<file path="src/common/ssr_pkg.sv">
// Package of offsets, field positions, encodings and types for the sleep configuration bank.
package ssr_pkg;

    // ----------------------------------------------------------------
    // Register offsets
    // ----------------------------------------------------------------
    localparam logic [7:0] OFF_KEEP_UPPER = 8'h28;
    localparam logic [7:0] OFF_FORCE_REGS = 8'h29;
    localparam logic [7:0] OFF_FORCE_MISC = 8'h2a;
    localparam logic [7:0] OFF_VOLT_SEL   = 8'h2b;

    // ----------------------------------------------------------------
    // Field positions and masks
    // ----------------------------------------------------------------
    localparam int          KEEP_REG9_BIT   = 0;
    localparam int          KEEP_BUCK1_BIT  = 2;
    localparam int          MISC_REG9_BIT   = 0;
    localparam int          MISC_BUCK1_BIT  = 2;
    localparam int          CLK_OUT_BIT     = 6;
    localparam int          THERM_BIT       = 7;
    localparam logic [7:0]  KEEP_UPPER_MASK = 8'h3f;

    // ----------------------------------------------------------------
    // Values after reset, before the fuse defaults are loaded
    // ----------------------------------------------------------------
    localparam logic [7:0]  REG_RESET_VAL   = 8'h00;

    // ----------------------------------------------------------------
    // Resource state encoding
    // ----------------------------------------------------------------
    typedef enum logic [1:0] {
        SSR_ACTIVE    = 2'h0,
        SSR_LOW_POWER = 2'h1,
        SSR_OFF       = 2'h2
    } ssr_res_mode_t;

    typedef enum logic [2:0] {
        SSR_LOAD   = 3'h1,
        SSR_AWAKE  = 3'h2,
        SSR_ASLEEP = 3'h4
    } ssr_fsm_t;

    typedef struct packed {
        logic [7:0] keep_upper;
        logic [7:0] force_regs;
        logic [7:0] force_misc;
        logic [7:0] volt_sel;
    } ssr_fuse_t;

    typedef struct packed {
        ssr_fsm_t           fsm;
        ssr_fuse_t          regs;
        logic [7:0]         rd_data;
        logic               sleep_meta;
        logic               sleep_sync;
        logic               sleep_sync_ok;
        ssr_res_mode_t [3:0] buck_mode;
        ssr_res_mode_t [9:0] reg_mode;
        logic               thermal_on;
        logic               clk_out_on;
        logic [7:0]         voltage_register_select;
        logic               asleep;
    } ssr_state_t;

endpackage

</file>
<file path="src/ssr_sleep_config.sv">
// Sleep-state resource configuration bank and resource state decode.
//
// Functional notes
// - Buck with keep bit 0 goes low-power in sleep, unless its off bit or its forced-mode bit is 1.
// - Keep bit 1 holds the resource fully active in sleep, ignoring its off bit.
// - Regulators 9 and 10 with keep bit 0 go low-power in sleep unless off bit set.
// - Off bit 0 leaves the sleep behaviour to the keep bit, plus the forced-mode bit for a buck.
// - Off bit 1 with keep bit 0 turns the resource fully off in sleep.
// - Thermal monitor bit 7 and clock-out bit 6: 0 stays on in sleep, 1 off.
// - Every reset reloads all four registers from their fuse defaults; keep register bits 7:6 always load as 0.
// - Voltage select bit 0 uses the operating register, 1 the scaling register.
// - Sleep applies only when enabled, no interrupt pending, sleep pin active at polarity.
`timescale 1ns/1ps
`default_nettype none

module ssr_sleep_config (
    input  wire logic                  clk,
    input  wire logic                  rst_b,
    input  wire ssr_pkg::ssr_fuse_t    fuse_defaults,
    input  wire logic                  reg_wr_en,
    input  wire logic                  reg_rd_en,
    input  wire logic [7:0]            reg_addr,
    input  wire logic [7:0]            reg_wr_data,
    output logic [7:0]                 reg_rd_data,
    input  wire logic [7:0]            regulator_sleep_keep_low,
    input  wire logic [3:0]            buck_forced_mode,
    input  wire logic                  sleep_enable,
    input  wire logic                  sleep_polarity_low,
    input  wire logic                  irq_pending,
    input  wire logic                  sleep_pin,
    output ssr_pkg::ssr_res_mode_t [3:0] buck_mode,
    output ssr_pkg::ssr_res_mode_t [9:0] regulator_mode,
    output logic                       thermal_monitor_on,
    output logic                       slow_clock_out_on,
    output logic [7:0]                 voltage_register_select,
    output logic                       sleep_active
);

    // ----------------------------------------------------------------
    // Sleep decode for one resource
    // ----------------------------------------------------------------
    function automatic ssr_pkg::ssr_res_mode_t res_mode(
        input logic asleep,
        input logic keep,
        input logic off,
        input logic hold_active
    );
        ssr_pkg::ssr_res_mode_t m;
        m = ssr_pkg::SSR_ACTIVE;
        if (asleep && !keep)
        begin
            if (off)
                m = ssr_pkg::SSR_OFF;
            else if (!hold_active)
                m = ssr_pkg::SSR_LOW_POWER;
        end
        return m;
    endfunction

    ssr_pkg::ssr_state_t st_reg;
    ssr_pkg::ssr_state_t st_next;
    logic                sleep_req;
    logic [9:0]          keep_all;
    logic [9:0]          off_all;

    // ----------------------------------------------------------------
    // Next state
    // ----------------------------------------------------------------
    always_comb
    begin
        st_next            = st_reg;
        st_next.sleep_meta = sleep_pin;
        st_next.sleep_sync = st_reg.sleep_meta;
        // Both synchroniser flops leave reset at 0, which an active-low pin would read as a
        // request; entry waits until the second flop holds a real pin sample.
        st_next.sleep_sync_ok = (st_reg.fsm != ssr_pkg::SSR_LOAD);
        sleep_req = sleep_enable && !irq_pending
                    && (st_reg.sleep_sync ^ sleep_polarity_low);
        keep_all = {st_reg.regs.keep_upper[1:0], regulator_sleep_keep_low};
        off_all  = {st_reg.regs.force_misc[1:0], st_reg.regs.force_regs};

        case (st_reg.fsm)
            ssr_pkg::SSR_LOAD:
            begin
                // Fuse values are sampled after release so the flops stay constant under reset.
                st_next.regs            = fuse_defaults;
                st_next.regs.keep_upper = fuse_defaults.keep_upper & ssr_pkg::KEEP_UPPER_MASK;
                st_next.fsm             = ssr_pkg::SSR_AWAKE;
            end
            ssr_pkg::SSR_AWAKE:
            begin
                if (sleep_req && st_reg.sleep_sync_ok)
                    st_next.fsm = ssr_pkg::SSR_ASLEEP;
            end
            ssr_pkg::SSR_ASLEEP:
            begin
                if (!sleep_req)
                    st_next.fsm = ssr_pkg::SSR_AWAKE;
            end
            default:
                st_next.fsm = ssr_pkg::SSR_LOAD;
        endcase

        if (reg_wr_en && st_reg.fsm != ssr_pkg::SSR_LOAD)
        begin
            case (reg_addr)
                ssr_pkg::OFF_KEEP_UPPER:
                    st_next.regs.keep_upper = reg_wr_data & ssr_pkg::KEEP_UPPER_MASK;
                ssr_pkg::OFF_FORCE_REGS: st_next.regs.force_regs = reg_wr_data;
                ssr_pkg::OFF_FORCE_MISC: st_next.regs.force_misc = reg_wr_data;
                ssr_pkg::OFF_VOLT_SEL:   st_next.regs.volt_sel   = reg_wr_data;
                default: ;
            endcase
        end

        if (reg_rd_en)
        begin
            case (reg_addr)
                ssr_pkg::OFF_KEEP_UPPER: st_next.rd_data = st_reg.regs.keep_upper;
                ssr_pkg::OFF_FORCE_REGS: st_next.rd_data = st_reg.regs.force_regs;
                ssr_pkg::OFF_FORCE_MISC: st_next.rd_data = st_reg.regs.force_misc;
                ssr_pkg::OFF_VOLT_SEL:   st_next.rd_data = st_reg.regs.volt_sel;
                default:                 st_next.rd_data = 8'h00;
            endcase
        end

        // Outputs follow the registered state, so they lag a mode change by one cycle.
        st_next.asleep = (st_reg.fsm == ssr_pkg::SSR_ASLEEP);
        for (int i = 0; i < 4; i++)
        begin
            st_next.buck_mode[i] = res_mode(st_next.asleep,
                                            st_reg.regs.keep_upper[ssr_pkg::KEEP_BUCK1_BIT + i],
                                            st_reg.regs.force_misc[ssr_pkg::MISC_BUCK1_BIT + i],
                                            buck_forced_mode[i]);
        end
        for (int i = 0; i < 10; i++)
        begin
            st_next.reg_mode[i] = res_mode(st_next.asleep, keep_all[i], off_all[i],
                                           1'b0);
        end
        st_next.thermal_on = !(st_next.asleep
                               && st_reg.regs.force_misc[ssr_pkg::THERM_BIT]);
        st_next.clk_out_on = !(st_next.asleep
                               && st_reg.regs.force_misc[ssr_pkg::CLK_OUT_BIT]);
        st_next.voltage_register_select = st_reg.regs.volt_sel;
    end

    // ----------------------------------------------------------------
    // State register
    // ----------------------------------------------------------------
    always_ff @(posedge clk or negedge rst_b)
    begin
        if (!rst_b)
        begin
            st_reg                         <= '0;
            st_reg.fsm                     <= ssr_pkg::SSR_LOAD;
            st_reg.regs.keep_upper         <= ssr_pkg::REG_RESET_VAL;
            st_reg.regs.force_regs         <= ssr_pkg::REG_RESET_VAL;
            st_reg.regs.force_misc         <= ssr_pkg::REG_RESET_VAL;
            st_reg.regs.volt_sel           <= ssr_pkg::REG_RESET_VAL;
            st_reg.thermal_on              <= 1'b1;
            st_reg.clk_out_on              <= 1'b1;
        end
        else
        begin
            st_reg <= st_next;
        end
    end

    assign reg_rd_data             = st_reg.rd_data;
    assign buck_mode               = st_reg.buck_mode;
    assign regulator_mode          = st_reg.reg_mode;
    assign thermal_monitor_on      = st_reg.thermal_on;
    assign slow_clock_out_on       = st_reg.clk_out_on;
    assign voltage_register_select = st_reg.voltage_register_select;
    assign sleep_active            = st_reg.asleep;

endmodule

`default_nettype wire
</file>
<file path="config.mk">
export PLATFORM = sky130hd
export DESIGN_NAME = ssr_sleep_config
export DESIGN_NICKNAME = d
export VERILOG_FILES = /design/src/common/ssr_pkg.sv /design/src/ssr_sleep_config.sv
export SDC_FILE = /design/constraint.sdc
export NUM_CORES = 1
export LEC_CHECK = 0
export ABC_AREA = 1
export BUFFER_PORTS_ARGS = -buffer_cell sky130_fd_sc_hd__buf_4
export CORE_MARGIN = 8
export CORE_UTILIZATION = 35
export CTS_BUF_LIST = sky130_fd_sc_hd__clkbuf_16
export CTS_CLUSTER_DIAMETER = 100
export DETAILED_ROUTE_END_ITERATION = 8
export PLACE_DENSITY = 0.68
export SYNTH_ARGS = -nofsm -noshare
export SYNTH_HDL_FRONTEND = slang
export SYNTH_SLANG_ARGS = --single-unit
</file>
<file path="constraint.sdc">
create_clock -name clk -period 1.3 [get_ports clk]
set_input_delay 0.26 -clock clk [delete_from_list [all_inputs] [get_ports clk]]
set_output_delay 0.26 -clock clk [all_outputs]
set_load 0.05 [all_outputs]
</file>
==> results of run 1 <==
what timing repair did:
| item | CTS | global route |
|---|---|---|
| buffers inserted | 2 | 1 |
| endpoints found under the setup margin | 39 | 56 |
| cloned | 3 | 1 |
| hold buffers | 1 | 0 |
| pin swaps | 0 | 2 |
| hold endpoints to repair | 23 | 0 |
| gates resized for setup | 13 | 23 |
cell usage after synthesis:
library cell	instances
nand2_2	2
nand4_1	1
inv_1	37
buf_6	6
dfstp_2	3
o21ai_0	26
nand3_4	2
inv_2	1
o21ai_1	22
nor3b_1	1
or2_2	2
clkbuf_1	2
nor3_1	24
nor2_8	3
a21oi_2	2
inv_4	2
nand2_1	127
dfrtp_1	82
nor2_4	3
nand3_2	1
buf_2	3
nand3_1	32
nand2_4	3
nor2_2	3
a21oi_1	7
nor2_1	15
buf_4	48
report_power, final:
part           switching [mW]  leakage [nW]  internal [mW]
clock                    1.06         0.146           1.50
combinational            2.72          1.60           1.80
sequential              0.568          1.10           3.39
total                    4.35          2.85           6.69
critical path, stage by stage (launching register included):
cell and delay [ns]:
dfstp_2 0.54, nand2_2 0.07, nor2_4 0.13, buf_4 0.14
buf_12 0.13, nand2_1 0.06, nand2_1 0.07, nor2_1 0.04
a21oi_1 0.14
layout make-up:
class / instances / share of cell area [%]
sequential: 85 / 40.0
multi-input combinational: 277 / 26.6
timing repair buffer: 137 / 21.5
clock buffer: 9 / 4.22
tap: 143 / 3.36
inverter: 40 / 2.96
clock inverter: 7 / 1.38
kinds of logic after synthesis:
| logic type | synth area share, % |
|---|---|
| buffers and inverters | 14.9 |
| DFF | 52.3 |
| and+or+nand+nor | 25.6 |
| AOI/OAI and AO/OA | 7.19 |
final timing paths:
| check | start | end | slack [ns] | cells after the start |
|---|---|---|---|---|
| setup reg to reg | st_reg[82]$_DFFE_PN1P_ | st_next[2]$_DFF_PN0_ | -0.11 | 8 |
| hold / removal | sleep_pin | st_next[40]$_DFF_PN0_ | 0.03 | 1 |
| min in group asynchronous | rst_b | st_next[2]$_DFF_PN0_ | 0.41 | 2 |
| setup / recovery | st_reg[82]$_DFFE_PN1P_ | st_next[2]$_DFF_PN0_ | -0.11 | 8 |
| hold reg to reg | st_next[40]$_DFF_PN0_ | st_reg[40]$_DFF_PN0_ | 0.35 | 0 |
| max in group asynchronous | rst_b | regulator_mode[7]$_DFF_PN0_ | 0.37 | 3 |
cells in the final DEF, fill, tap and decap left out, drive strengths merged:
cell type / count
dfstp: 3
nand3: 36
nor3b: 1
nand2: 132
or2: 2
o21ai: 48
nor3: 24
clkbuf: 10
dlygate4sd3: 1
clkinvlp: 1
dfrtp: 82
nor2: 24
inv: 42
bufinv: 1
buf: 135
a21oi: 9
clkinv: 3
nand4: 1
per-layer routing:
layer  up-vias  track usage (%)
li1       1614                -
met1      1541             19.0
met2       105             24.9
met3        10             4.71
met4         0             4.82
met5         -                0
==> results.md, run 1 <==
- H-tree depth: 3
- Worst vdd ir: 856 uV
- Final worst slack: -0.114 ns
- Violated checks: setup timing
- Chip height: 124 um
- Fillers: 1065
- Crit. End Element: register
- Antenna violations before repair: 0
- Critical path class: reg -> reg
- Worst EP required: 1.55 ns
- Met2 WL post-DR: 5490 um
- IO Pins: 115
- Yosys reg bits: 85
- Wl on met1: 4760 um
- Overall routed net length: 11400 um
- LEAKAGE: 2.85 nW
- Slew Limit Fails: 0
- Synth area leaders: dfrtp_1 (50%), nand2_1 (12%), buf_4 (8.8%)
- DRC viols: 0
- Post-synthesis sequential area ratio: 52.3%
- Synthesized area per cell: between 8 and 9 sq um
- Slew headroom: between 70% and 80%
- Unrepaired setup endpoints after global routing: yes
- Die X: 124 um
- Initial Utilization: 35.8%
- Critical path fanouts, max: 12
- Row count: 39
- DP Area: 0.00482 sq mm
- Post-Synthesis Cells: 460
- Max Cap Viol: 0
- Fin nets: 618
- Design Power: between 10 and 15 mW
- Worst Hold Slack: 0.0302 ns
- Core box area: 0.0114 sq mm
- Root buf cell: clkbuf_16
- Syn nets: 528
- Placed cell count: ~670
- Utilization after layout: 46.9%
- Netlist cell types: 27
- Largest net degree at the start of global routing: 30
- PD cells: 2070 mW/mm^2
- Fin. Hold Viols: 0
- Detailed Routing Iterations Pass 1: 4
- Worst-Margin Slew: 0.422 ns
- Worst-path clk slew: 0.06 ns
- Placer Congestion: just over 0.8
- Post-DP HPWL: 8330 um
- Setup WS pre-CTS: -0.0847 ns
- Clock Skew: 0.00691 ns
- TNS Setup: -2.57 ns
- Worst setup SP type: register
- Metal3 WL: between 900 and 1000 um
- ANT cells: 0
- Vias in the first global route: around 3400
- Arr. time, crit path: roughly 1.7 ns
- Top cell type's share of synthesized area: 50.4%
- Via count: roughly 3300
- Cell area after layout: between 0.005 and 0.006 sq mm
- Clk sinks: 85
- First-pass GRT wire length: 17800 um
- GRT Residual Overflow: 0
- Top Layer Used: met4
- Mapped cell area: 0.00407 sq mm
- Min Tclk post-route: between 1 and 1.5 ns
- Area Growth Syn to Fin: 30.9%
- Aggregate global-route resource usage: between 15 and 20%
- Vias per std cell: 4.68
- Setup violations, final: 30
- Die footprint: 0.0153 sq mm
- Post-route ant nets: 0
- Synth Warn #: 0
- Clock insertion delay at the later pin of the skew report: 0.34 ns
- CTS tree: yes
- Port Buf Inserts: ~110
- Post-Layout Cell Count: 698
- Max FFs per register: 20
- F_max: 0.707 GHz
- Reg area: 0.00213 sq mm
- Class of the most critical hold timing path: in -> reg
- Outcome: complete, but fails checks
- Multi-input gate area: ~0.0014 sq mm
- Wire per inst: roughly 16 um
- Worst-case clock buffer depth: 2
- First DRT Iteration DRCs: 246
- Cell taking the most area after synthesis: dfrtp_1
- Final cycle utilization of the critical path: 109%
- CTS buffer count: 9
- Layout cells sized above 1: roughly a third
Power figures use the tool's default switching activity.
==> run 2, diff against run 1 <==
Settings changed: BUFFER_PORTS_ARGS -buffer_cell sky130_fd_sc_hd__buf_4 to default, CORE_UTILIZATION 35 to 30, DONT_BUFFER_PORTS from default to 1, PLACE_DENSITY 0.68 to 0.53.
==> run 2 against run 1 <==
The run ends with hold timing, setup timing left. Sequential share of layout area increased by 7.5 points. Register-to-register slack barely moved. Via count decreased by 11%. Setup slack improved by 0.0091 ns. Maximum frequency increased by 0.65%. Clock power down 7%. Wire length decreased by 1.3%. Non-clock buffer count shrank 106. Clock skew rose by 0.0021 ns. Hold slack got worse by 0.42 ns. First-iteration DRC count fell by 35%. Combinational power is 39% lower. Largest cell class unchanged. Highest routed layer unchanged.
==> results.md, run 2 (same netlist as run 1, synthesis figures left out) <==
- Crit. End Element: register
- DRC viols: 0
- First-pass GRT wire length: 17300 um
- Setup crit end: st_next[7]$_DFF_PN0_
- Chip height: 133 um
- Worst EP required: approximately 1.5 ns
- CP cell instances: nand2_2 -> nor2_4 -> inv_4 -> nand2_4 -> buf_6 -> nor2_4 -> nor2_2 -> a21oi_2
- Arr. time, crit path: 1.63 ns
- Final worst slack: -0.104 ns
- First DRT Iteration DRCs: 160
- Slew Limit Fails: 0
- CP Buf/Inv Count: 2
- R2R Setup Slk: -0.10 ns
- Area Growth Syn to Fin: 10.5%
- Most common cell after layout, fill and taps aside: nand2_1
- Max Cap Viol: 0
- Unrepaired setup endpoints after global routing: yes
- Launch point of the worst reg-to-reg path: st_reg[82]$_DFFE_PN1P_
- Antenna violations before repair: 0
- Class of the most critical hold timing path: in -> async
- Outcome: complete, but fails checks
- Vias per std cell: 4.63
- Worst-case clock buffer depth: 2
- Critical path fanouts, max: 8
- Critical path class: reg -> reg
- Fin. Hold Viols: 85
- Aggregate global-route resource usage: between 10% and 20%
- Row count: 42
- Min Tclk post-route: 1.40 ns
- Worst-path clk slew: 0.07 ns
- Delay-heaviest family, CP: flip-flops
- Most frequent cells in the layout: nand2_1 (125), dfrtp_1 (79), inv_1 (36), nand3_1 (32), o21ai_0 (26)
- Design Power: 9.72 mW
- IO Pins: 115
- Slew headroom: 66.0%
- LEAKAGE: 2.25 nW
- Multi-input gate area: 0.00143 sq mm
- Fillers: 1396
- Worst-Margin Slew: around 0.51 ns
- ANT cells: 0
- PD cells: 2160 mW/mm^2
- Port Buf Inserts: 0
- Worst path slowest cell: dfstp_2
- Die footprint: 0.0176 sq mm
- CTS buffer count: 9
- Die X: about 130 um
- Worst Hold Slack: -0.391 ns
- Post-route ant nets: 0
- Overall routed net length: 11300 um
- Violated checks: hold timing, setup timing
- Reg area: 0.00213 sq mm
- Setup violations, final: 36
- H-tree depth: 3
- F_max: 0.712 GHz
- Post-DP HPWL: 8160 um
- Worst r2r path cells: 8
- Via count: between 2000 and 3000
- Post-CTS Setup Bufs: 0
- Detailed Routing Iterations Pass 1: 4
- Crit path depth: 8
- Final cycle utilization of the critical path: 108%
- Root buf cell: clkbuf_16
- Largest net degree at the start of global routing: 86
- Most used cell, CP: nor2_4
- Worst flop-to-flop path endpoint: st_next[7]$_DFF_PN0_
- Worst vdd ir: about 860 uV
- CP max stage delay: 0.54 ns
- CTS tree: yes
- Hold buffers post-CTS: 13
- Layout cells sized above 1: 16.6%
- GRT Residual Overflow: 0
- Clock insertion delay at the later pin of the skew report: around 0.35 ns
- Max FFs per register: 20
- Wire per inst: ~18 um
- Placer Congestion: 0.766
- Initial Utilization: 30.8%
- Fin nets: about 520
- Core box area: about 0.013 sq mm
- Worst setup SP type: register
- TNS Setup: -1.49 ns
- Vias in the first global route: 3019
- Critical Path Start: st_reg[82]$_DFFE_PN1P_
- Clock Skew: 0.00900 ns
- Clk sinks: 85
run 2: changes by cell type in the layout (fill, tap and decap cells not counted), moves of 8 or more:
cell	before	now
o21ai_1	30	22
nand2_2	12	4
dlygate4sd3_1	1	13
buf_4	125	13
o21ai_0	17	26
nand2_1	117	125
run 2: area by class of cell:
class / count / area share, %
tap: 176 / 4.89
sequential: 85 / 47.4
clock inverter: 7 / 0.945
clock buffer: 9 / 5.00
timing repair buffer: 31 / 6.51
multi-input combinational: 280 / 31.8
inverter: 40 / 3.45
run 2: metrics by stage:
stage	cell area, sq um	setup slack (ns)	std cells	hold WS [ns]	utilization (%)
floorplan	4080	-0.0113	460	-0.0356	-
global placement	4000	-0.0481	595	-0.0322	30.2
detailed placement	4000	-0.0990	595	-0.0327	30.2
CTS	4440	-0.0733	626	-0.411	33.6
global route	4500	-0.160	628	-0.407	34.0
finish	4500	-0.104	628	-0.391	34.0
run 2: layer usage:
layer  share of wire, %  wire [um]  GRT usage, %
met1                 44       4940          15.6
met2                 47       5250          20.5
met3                7.9        894          5.15
met4                1.6        182          5.30
met5                  0          0             0
run 2: worst min path at each step:
stage | endpoint | from | slack, ns
final | regulator_mode[11]$_DFF_PN0_ | rst_b | -0.39
after global routing | regulator_mode[11]$_DFF_PN0_ | rst_b | -0.41
after CTS | st_next[40]$_DFF_PN0_ | rst_b | -0.41
after detailed placement | regulator_mode[13]$_DFF_PN0_ | rst_b | -0.03
after global placement | regulator_mode[13]$_DFF_PN0_ | rst_b | -0.03
after floorplan | buck_mode[0]$_DFF_PN0_ | rst_b | -0.04
run 2: repair_timing:
item / in CTS / in global routing
hold endpoints to repair: 106 / 85
gates resized for setup: 7 / 10
gates cloned: 2 / 2
endpoints found under the setup margin: 35 / 41
pin swaps: 3 / 2
run 2: report_power, final:
part	internal (mW)	leakage, nW	switching (mW)
Combinational	1.08	1.02	1.68
Clock	1.28	0.139	1.09
Sequential	3.38	1.10	1.21
Total	5.74	2.25	3.98
